$ cat src/rtl/timer_pkg.sv
/*
  Shared constants of the multimode timer: register offsets, control field
  positions, reset values and the instruction-cycle divider.
  Assumes a 32-bit Avalon-MM register bus with byte addresses.
*/
package timer_pkg;

  // ----------------------------------------------------------------
  // Register map (byte addresses, one aligned word each)
  // ----------------------------------------------------------------
  localparam int ADDR_W = 5;
  localparam logic [ADDR_W-1:0] OFF_CTRL = 5'h00;
  localparam logic [ADDR_W-1:0] OFF_TIMER = 5'h04;
  localparam logic [ADDR_W-1:0] OFF_RELOAD_A = 5'h08;
  localparam logic [ADDR_W-1:0] OFF_RELOAD_B = 5'h0c;
  localparam logic [ADDR_W-1:0] OFF_STATUS = 5'h10;

  // ----------------------------------------------------------------
  // Control register fields
  // ----------------------------------------------------------------
  localparam int CTRL_RUN = 0;
  localparam int CTRL_MODE1 = 1;
  localparam int CTRL_MODE2 = 2;
  localparam int CTRL_MODE3 = 3;
  localparam int CTRL_IRQ_EN_A = 4;
  localparam int CTRL_IRQ_EN_B = 5;
  localparam int CTRL_PEND_A = 6;
  localparam int CTRL_PEND_B = 7;

  // ----------------------------------------------------------------
  // Status register fields
  // ----------------------------------------------------------------
  localparam int STAT_PIN_A = 0;
  localparam int STAT_PIN_B = 1;
  localparam int STAT_PWM_LEVEL = 2;
  localparam int STAT_PHASE_B = 3;

  // ----------------------------------------------------------------
  // Reset values and timing
  // ----------------------------------------------------------------
  localparam logic [15:0] TIMER_RST = 16'h0000;
  localparam logic [15:0] RELOAD_RST = 16'h0000;
  localparam logic [15:0] TIMER_WRAP = 16'hffff;
  localparam int CLK_PERIOD_NS = 10;
  localparam int TC_DIV = 10;

endpackage

$ cat src/rtl/pin_edge_if.sv
/*
  Carrier of one synchronised timer pin: its level and edge pulses.
  Assumes driver and user share the single system clock.
*/
`timescale 1ns/10ps
interface pin_edge_if;
  logic level;
  logic rise;
  logic fall;
  modport det
  (
    output level,
    output rise,
    output fall
  );
  modport use_side
  (
    input level,
    input rise,
    input fall
  );
endinterface

$ cat src/rtl/pin_edge_sync.sv
/*
  Two-flop synchroniser and edge detector for one timer pin.
  Assumes the pin is asynchronous to i_mclk; pulses last one clock.
*/
`timescale 1ns/10ps
module pin_edge_sync
(
  input wire logic i_mclk,
  input wire logic i_rst,
  input wire logic i_pin,
  pin_edge_if.det det
);

  logic meta;
  logic sync;
  logic prev;

  // ----------------------------------------------------------------
  // Synchroniser; only sync reads meta
  // ----------------------------------------------------------------
  always_ff @(posedge i_mclk or posedge i_rst)
  begin
    if (i_rst)
    begin
      meta <= 1'b0;
      sync <= 1'b0;
      prev <= 1'b0;
    end
    else
    begin
      meta <= i_pin;
      sync <= meta;
      prev <= sync;
    end
  end

  assign det.level = sync;
  assign det.rise = sync & ~prev;
  assign det.fall = ~sync & prev;

endmodule

$ cat src/rtl/multimode_timer_pwm_capture.sv
/*
  16-bit down-counting timer with two reload/capture registers: PWM,
  external event counter and input capture modes, Avalon-MM registers.
  Assumes pins are asynchronous and a bus master that holds its request
  until waitrequest is low.
*/
// The Avalon-MM register port and the placing of the registers were chosen for this implementation.
`timescale 1ns/10ps
module multimode_timer_pwm_capture #(
  parameter int TC_DIV = timer_pkg::TC_DIV
)
(
  input wire logic I_MCLK,
  input wire logic I_RST,
  input wire logic [timer_pkg::ADDR_W-1:0] I_AVS_ADDRESS,
  input wire logic I_AVS_READ,
  input wire logic I_AVS_WRITE,
  input wire logic [31:0] I_AVS_WRITEDATA,
  input wire logic [3:0] I_AVS_BYTEENABLE,
  output logic [31:0] O_AVS_READDATA,
  output logic O_AVS_WAITREQUEST,
  input wire logic I_TIMER_PIN_A,
  input wire logic I_TIMER_PIN_B,
  output logic O_TIMER_PIN_A,
  output logic O_TIMER_PIN_A_OE,
  output logic O_IRQ_A,
  output logic O_IRQ_B
);

  logic ack, acc, tick, uf, dec_en;
  logic [7:0] div_cnt;
  logic [15:0] main_timer, reload_capture_a, reload_capture_b;
  logic run_or_underflow_bit, mode_sel_bit1, mode_sel_bit2, mode_sel_bit3;
  logic irq_enable_a, irq_enable_b, pending_flag_a, pending_flag_b;
  logic phase_b, pwm_level, is_pwm, is_evt, is_cap, toggle_on, cnt_edge;
  logic cap_a, cap_b, set_a, set_b, wr_ctrl, wr_timer, wr_ra, wr_rb;
  logic [31:0] next_rdata;

  pin_edge_if edge_a(), edge_b();

  pin_edge_sync u_sync_a
  (
    .i_mclk(I_MCLK),
    .i_rst(I_RST),
    .i_pin(I_TIMER_PIN_A),
    .det(edge_a)
  );

  pin_edge_sync u_sync_b
  (
    .i_mclk(I_MCLK),
    .i_rst(I_RST),
    .i_pin(I_TIMER_PIN_B),
    .det(edge_b)
  );

  // ----------------------------------------------------------------
  // Byte-lane merge of a 16-bit register
  // ----------------------------------------------------------------
  function automatic logic [15:0] merge16(input logic [15:0] old, input logic [31:0] wd, input logic [3:0] be);
    logic [15:0] res;
    res = old;
    if (be[0])
      res[7:0] = wd[7:0];
    if (be[1])
      res[15:8] = wd[15:8];
    return res;
  endfunction

  // ----------------------------------------------------------------
  // Avalon-MM slave: one wait cycle, access completes on ack
  // ----------------------------------------------------------------
  assign O_AVS_WAITREQUEST = (I_AVS_READ | I_AVS_WRITE) & ~ack;
  assign acc = I_AVS_WRITE & ack;
  assign wr_ctrl = acc & (I_AVS_ADDRESS == timer_pkg::OFF_CTRL);
  assign wr_timer = acc & (I_AVS_ADDRESS == timer_pkg::OFF_TIMER);
  assign wr_ra = acc & (I_AVS_ADDRESS == timer_pkg::OFF_RELOAD_A);
  assign wr_rb = acc & (I_AVS_ADDRESS == timer_pkg::OFF_RELOAD_B);

  always_ff @(posedge I_MCLK or posedge I_RST)
  begin
    if (I_RST)
      ack <= 1'b0;
    else
      ack <= (I_AVS_READ | I_AVS_WRITE) & ~ack;
  end

  always_comb
  begin
    next_rdata = 32'h0000_0000;
    unique case (I_AVS_ADDRESS)
      timer_pkg::OFF_CTRL:
      begin
        next_rdata[timer_pkg::CTRL_RUN] = run_or_underflow_bit;
        next_rdata[timer_pkg::CTRL_MODE1] = mode_sel_bit1;
        next_rdata[timer_pkg::CTRL_MODE2] = mode_sel_bit2;
        next_rdata[timer_pkg::CTRL_MODE3] = mode_sel_bit3;
        next_rdata[timer_pkg::CTRL_IRQ_EN_A] = irq_enable_a;
        next_rdata[timer_pkg::CTRL_IRQ_EN_B] = irq_enable_b;
        next_rdata[timer_pkg::CTRL_PEND_A] = pending_flag_a;
        next_rdata[timer_pkg::CTRL_PEND_B] = pending_flag_b;
      end
      timer_pkg::OFF_TIMER: next_rdata[15:0] = main_timer;
      timer_pkg::OFF_RELOAD_A: next_rdata[15:0] = reload_capture_a;
      timer_pkg::OFF_RELOAD_B: next_rdata[15:0] = reload_capture_b;
      timer_pkg::OFF_STATUS:
      begin
        next_rdata[timer_pkg::STAT_PIN_A] = edge_a.level;
        next_rdata[timer_pkg::STAT_PIN_B] = edge_b.level;
        next_rdata[timer_pkg::STAT_PWM_LEVEL] = pwm_level;
        next_rdata[timer_pkg::STAT_PHASE_B] = phase_b;
      end
      default: next_rdata = 32'h0000_0000;
    endcase
  end

  // Data captured as the wait cycle ends, stable on the completing edge
  always_ff @(posedge I_MCLK or posedge I_RST)
  begin
    if (I_RST)
      O_AVS_READDATA <= 32'h0000_0000;
    else if (I_AVS_READ & ~ack)
      O_AVS_READDATA <= next_rdata;
  end

  // ----------------------------------------------------------------
  // Instruction-cycle enable
  // ----------------------------------------------------------------
  always_ff @(posedge I_MCLK or posedge I_RST)
  begin
    if (I_RST)
      div_cnt <= 8'h00;
    else
      div_cnt <= tick ? 8'h00 : div_cnt + 8'h01;
  end

  assign tick = (div_cnt == 8'(TC_DIV - 1));

  // ----------------------------------------------------------------
  // Mode decode and count enable
  // ----------------------------------------------------------------
  assign is_pwm = mode_sel_bit3 & ~mode_sel_bit2;
  assign is_evt = ~mode_sel_bit3 & ~mode_sel_bit2;
  assign is_cap = mode_sel_bit2;
  assign toggle_on = is_pwm & mode_sel_bit1;
  assign cnt_edge = mode_sel_bit1 ? edge_a.fall : edge_a.rise;
  assign cap_a = is_cap & (mode_sel_bit1 ? edge_a.fall : edge_a.rise);
  assign cap_b = is_cap & ((mode_sel_bit1 | mode_sel_bit3) ? edge_b.fall : edge_b.rise);

  assign dec_en = is_pwm ? (run_or_underflow_bit & tick)
    : (is_evt ? (run_or_underflow_bit & cnt_edge) : tick);

  assign uf = dec_en & (main_timer == 16'h0000) & ~wr_timer;

  // ----------------------------------------------------------------
  // Main timer and reload/capture registers
  // ----------------------------------------------------------------
  always_ff @(posedge I_MCLK or posedge I_RST)
  begin
    if (I_RST)
      main_timer <= timer_pkg::TIMER_RST;
    else if (wr_timer)
      main_timer <= merge16(main_timer, I_AVS_WRITEDATA, I_AVS_BYTEENABLE);
    else if (uf & is_pwm)
      main_timer <= phase_b ? reload_capture_b : reload_capture_a;
    else if (uf & is_evt)
      main_timer <= reload_capture_a;
    else if (uf)
      main_timer <= timer_pkg::TIMER_WRAP;
    else if (dec_en)
      main_timer <= main_timer - 16'h0001;
  end

  // Capture beats a same-cycle software write: the event time matters more
  always_ff @(posedge I_MCLK or posedge I_RST)
  begin
    if (I_RST)
      reload_capture_a <= timer_pkg::RELOAD_RST;
    else if (cap_a)
      reload_capture_a <= main_timer;
    else if (wr_ra)
      reload_capture_a <= merge16(reload_capture_a, I_AVS_WRITEDATA, I_AVS_BYTEENABLE);
  end

  always_ff @(posedge I_MCLK or posedge I_RST)
  begin
    if (I_RST)
      reload_capture_b <= timer_pkg::RELOAD_RST;
    else if (cap_b)
      reload_capture_b <= main_timer;
    else if (wr_rb)
      reload_capture_b <= merge16(reload_capture_b, I_AVS_WRITEDATA, I_AVS_BYTEENABLE);
  end

  // Writing the timer restarts the alternation at register A
  always_ff @(posedge I_MCLK or posedge I_RST)
  begin
    if (I_RST)
      phase_b <= 1'b0;
    else if (wr_timer | ~is_pwm)
      phase_b <= 1'b0;
    else if (uf)
      phase_b <= ~phase_b;
  end

  // ----------------------------------------------------------------
  // PWM pin
  // ----------------------------------------------------------------
  always_ff @(posedge I_MCLK or posedge I_RST)
  begin
    if (I_RST)
      pwm_level <= 1'b0;
    else if (toggle_on & uf)
      pwm_level <= ~pwm_level;
  end

  assign O_TIMER_PIN_A = pwm_level;
  assign O_TIMER_PIN_A_OE = toggle_on;

  // ----------------------------------------------------------------
  // Control bits and pending flags; hardware set beats software clear
  // ----------------------------------------------------------------
  assign set_a = (is_pwm & uf & ~phase_b) | (is_evt & uf) | cap_a;
  assign set_b = (is_pwm & uf & phase_b) | (is_evt & edge_b.rise) | cap_b;

  always_ff @(posedge I_MCLK or posedge I_RST)
  begin
    if (I_RST)
    begin
      mode_sel_bit1 <= 1'b0;
      mode_sel_bit2 <= 1'b0;
      mode_sel_bit3 <= 1'b0;
      irq_enable_a <= 1'b0;
      irq_enable_b <= 1'b0;
    end
    else if (wr_ctrl & I_AVS_BYTEENABLE[0])
    begin
      mode_sel_bit1 <= I_AVS_WRITEDATA[timer_pkg::CTRL_MODE1];
      mode_sel_bit2 <= I_AVS_WRITEDATA[timer_pkg::CTRL_MODE2];
      mode_sel_bit3 <= I_AVS_WRITEDATA[timer_pkg::CTRL_MODE3];
      irq_enable_a <= I_AVS_WRITEDATA[timer_pkg::CTRL_IRQ_EN_A];
      irq_enable_b <= I_AVS_WRITEDATA[timer_pkg::CTRL_IRQ_EN_B];
    end
  end

  always_ff @(posedge I_MCLK or posedge I_RST)
  begin
    if (I_RST)
      run_or_underflow_bit <= 1'b0;
    else if (is_cap & uf)
      run_or_underflow_bit <= 1'b1;
    else if (wr_ctrl & I_AVS_BYTEENABLE[0])
      run_or_underflow_bit <= I_AVS_WRITEDATA[timer_pkg::CTRL_RUN];
  end

  always_ff @(posedge I_MCLK or posedge I_RST)
  begin
    if (I_RST)
      pending_flag_a <= 1'b0;
    else if (set_a)
      pending_flag_a <= 1'b1;
    else if (wr_ctrl & I_AVS_BYTEENABLE[0])
      pending_flag_a <= I_AVS_WRITEDATA[timer_pkg::CTRL_PEND_A];
  end

  always_ff @(posedge I_MCLK or posedge I_RST)
  begin
    if (I_RST)
      pending_flag_b <= 1'b0;
    else if (set_b)
      pending_flag_b <= 1'b1;
    else if (wr_ctrl & I_AVS_BYTEENABLE[0])
      pending_flag_b <= I_AVS_WRITEDATA[timer_pkg::CTRL_PEND_B];
  end

  // ----------------------------------------------------------------
  // Interrupt requests
  // ----------------------------------------------------------------
  assign O_IRQ_A = irq_enable_a & (pending_flag_a | (is_cap & run_or_underflow_bit));
  assign O_IRQ_B = irq_enable_b & pending_flag_b;
endmodule

$ cat config.mk
export PLATFORM = sky130hd
export DESIGN_NAME = multimode_timer_pwm_capture
export DESIGN_NICKNAME = d
export VERILOG_FILES = /design/src/rtl/timer_pkg.sv /design/src/rtl/pin_edge_if.sv /design/src/rtl/pin_edge_sync.sv /design/src/rtl/multimode_timer_pwm_capture.sv
export SDC_FILE = /design/constraint.sdc
export NUM_CORES = 1
export LEC_CHECK = 0
export ABC_AREA = 1
export BUFFER_PORTS_ARGS = -buffer_cell sky130_fd_sc_hd__buf_4
export CORE_UTILIZATION = 33
export DETAILED_ROUTE_END_ITERATION = 16
export GPL_TIMING_DRIVEN = 0
export SYNTH_ARGS = -nofsm -noshare
export SYNTH_HDL_FRONTEND = slang
export SYNTH_HIERARCHICAL = 1
export SYNTH_SLANG_ARGS = --single-unit
$ cat constraint.sdc
create_clock -name I_MCLK -period 2.2 [get_ports I_MCLK]
set_input_delay 0.22 -clock I_MCLK [delete_from_list [all_inputs] [get_ports I_MCLK]]
set_output_delay 0.22 -clock I_MCLK [all_outputs]
set_load 0.03 [all_outputs]
==> summary.md <==
| Metric | Value |
|---|---|
| Clock transition at path regs | 0.07 ns |
| CTS tree | done |
| Post-synthesis sequential area ratio | 38.6% |
| Cts bufs inserted | 9 |
| Skew-Pair Late Insertion Delay | 0.36 ns |
| PwrDens | 910 nW/um^2 |
| Die X | 134 um |
| Worst Setup SP | main_timer[5] |
| Clock group share of total power | 23.8% |
| Vias | 5581 |
| Fill cell count | 1783 |
| Synth Register Bits | 89 |
| Sequential share of power | 38.3% |
| Setup CP Type | reg -> reg |
| Number of global-route vias before repair | 5295 |
| Final net count | 927 |
| Combinational share of power | 38.0% |
| Synthesized instance count | 789 |
| Worst-Margin Slew | 0.633 ns |
| Maxcap violations | 0 |
| Port Buf Inserts | 49 |
| All-Layer GR Usage | 21.5% |
| R2r endpoint | main_timer[10] |
| Final Util | 41.2% |
| Worst VDD drop | 0.000354 V |
| Routed Antenna Nets | 0 |
| Total grt overflow | 0 |
| R2R cell count | 11 |
| Die area | 18000 um^2 |
| Initial Utilization | 34.3% |
| Mean routed wirelength per cell | 16.8 um |
| Hold crit path type | in -> reg |
| I/O Pins | 84 |
| DRT Wirelength | 18500 um |
| Final hold slack | 0.0919 ns |
| Main area contributors after synthesis | dfrtp_1, nand2_1, o21ai_0 |
| Distinct cells, synth | 41 |
| Dominant cell type by area after synthesis | dfrtp_1 |
| Syn. warnings | 6 |
| Die Span Y | 134 um |
| Final Setup Violations | 0 |
| WL met1 | 8290 um |
| Register Area | 2230 um^2 |
| Clock Sinks | 89 |
| Max layer used | met4 |
| Syn Area/Cell | 7.32 um^2 |
| Slew margin rel. | 57.7% |
| Final-report max-slew violation count | 0 |
| Post-synth ARST share | 100% |
| P_leak | 0.00351 uW |
| CORE AREA | 16800 um^2 |
| TNS Setup | 0 ns |
| Synthesized area | 5770 um^2 |
| Clock Tree Root | clkbuf_16 |
| DR WL met2 | 8090 um |
| CTS H-Tree Depth | 3 |
| Via density | 5.07 |
| CP Capture Type | flip-flop |
| Residual DRC | 0 |
| Initial antenna violation count | 0 |
| First-pass iteration count of the detailed router | 5 |
| Reg-to-reg setup timing slack | 0.13 ns |
| Fin. Hold Viols | 0 |
| Final HPWL DP | 14400 um |
| Clk buf depth | 2 |
| Most frequent cell after synthesis | nand2_1 |
| First-pass GRT wire length | 29300 um |
| F_max | 482 MHz |
| Layout cell share with drive strength beyond 1 | 18.3% |
| CP Launch Type | flip-flop |
| Initial DRC Count | 447 |
| Multi-input logic area | 2950 um^2 |
| Largest net degree at the start of global routing | 32 |
| Critical R2R Launch | main_timer[5] |
| CP endpoint | main_timer[10] |
| Net Switching | 2680 uW |
| Top post-synthesis cells by count | nand2_1, inv_1, dfrtp_1, o21ai_0, nor2_1 |
| Critical path arrival | 2.32 ns |
| Ant. Diodes | 0 |
| Synthesis-to-layout area growth | 20.1% |
| Min cycle time layout | 2.07 ns |
| Placer's final routability congestion estimate | 0.914 |
| Status | finished clean |
| Metal3 WL | 1720 um |
| Crit Path Max Fanout | 10 |
| Fin crit share | 94.2% |
| Int Pwr | 3630 uW |
| Yosys top cell area share | 38.6% |
| Synth Flop Type | dfrtp_1 |
| FP Rows | 47 |
| Worst Clk Skew | 0.0116 ns |
| Critical Path RT | 2.44 ns |
| Switching Fraction | 42.5% |
| Post-synth EDFFs | 0 |
-- sequential cells by signal, summed over array words and instances (netlist names), 8 cells and up --
register          cells
main_timer           16
reload_capture_b     16
reload_capture_a     16
div_cnt               8
O_AVS_READDATA       16
-- what timing repair did --
item | 4_1_cts | 5_1_grt
setup endpoints to repair | 0 | 16
buffers inserted | 0 | 7
gates resized for setup | 0 | 19
hold buffers | 3 | 0
endpoints found under the hold margin | 32 | 0
-- per-layer routing --
metal | track usage, % | up-vias
met5 | 0 | -
li1 | - | 2731
met3 | 5.33 | 34
met2 | 32.8 | 244
met1 | 29.6 | 2572
met4 | 7.30 | 0
-- layout by cell type, fill, tap and decap left out, drive strengths merged, types with 9 or more instances in the layout --
cell	count
o22ai	9
nor2	63
a21oi	29
dfrtp	89
buf	93
conb	16
inv	104
nand2	215
nand3	50
clkbuf	26
o211ai	33
o21ai	79
xor2	11
nand4	23
-- final cells by class --
type                       count  share of cell area (%)
multi-input combinational    559                    42.5
sequential                    89                    32.2
inverter                     104                    5.69
timing repair buffer          61                    7.08
clock inverter                 7                   0.722
clock buffer                   9                    3.25
buffer                        52                    4.62
tap                          220                    3.97
-- stage by stage --
step                instance area (um^2)  instances  worst slack [ns]  total power (uW)
finish                              6930       1101             0.127              6310
global route                        6930       1101           -0.0198              6740
CTS                                 6820       1094            0.0533              6220
detailed placement                  6520       1075            0.0689              4720
global placement                    6470       1073            0.0619              4680
floorplan                           5830        804             0.450              3980
-- power groups by stage --
stage	Combinational (uW)	Clock, uW	Sequential [uW]
floorplan	1660	0	2310
global placement	2270	0	2410
detailed placement	2300	0	2420
CTS	2310	1510	2390
global route	2700	1590	2440
finish	2390	1500	2410
-- worst min path at each step --
stage	to	start	slack (ns)	depth (start not counted)
2_1_floorplan	u_sync_a/det.level	I_RST	-0.03	1
3_3_place_gp	u_sync_a/meta	I_RST	0.12	2
3_5_place_dp	u_sync_a/meta	I_RST	0.13	2
4_1_cts	run_or_underflow_bit	I_AVS_WRITEDATA[0]	0.09	3
5_1_grt	run_or_underflow_bit	I_AVS_WRITEDATA[0]	0.10	3
6_report	run_or_underflow_bit	I_AVS_WRITEDATA[0]	0.09	3
-- critical path, cell delays in order, from the launching register on --
cell and delay (ns):
dfrtp_1 0.46, inv_1 0.24, nand3_2 0.16, nor2_4 0.13
nand2_2 0.08, nor2_4 0.24, buf_6 0.19, nand4_1 0.13
nand3_1 0.11, nand3_1 0.07, nand2_1 0.09, nand2_1 0.06
-- logic make-up after synthesis --
kind of cell    synth area share [%]
simple gates                    28.5
buf+inv                         12.2
xor+xnor                        2.12
flops                           38.6
other cells                   0.0650
mux                             1.54
fa+ha+maj                      0.867
compound gates                  16.1
Note: power is estimated with default switching activity, not from simulation.
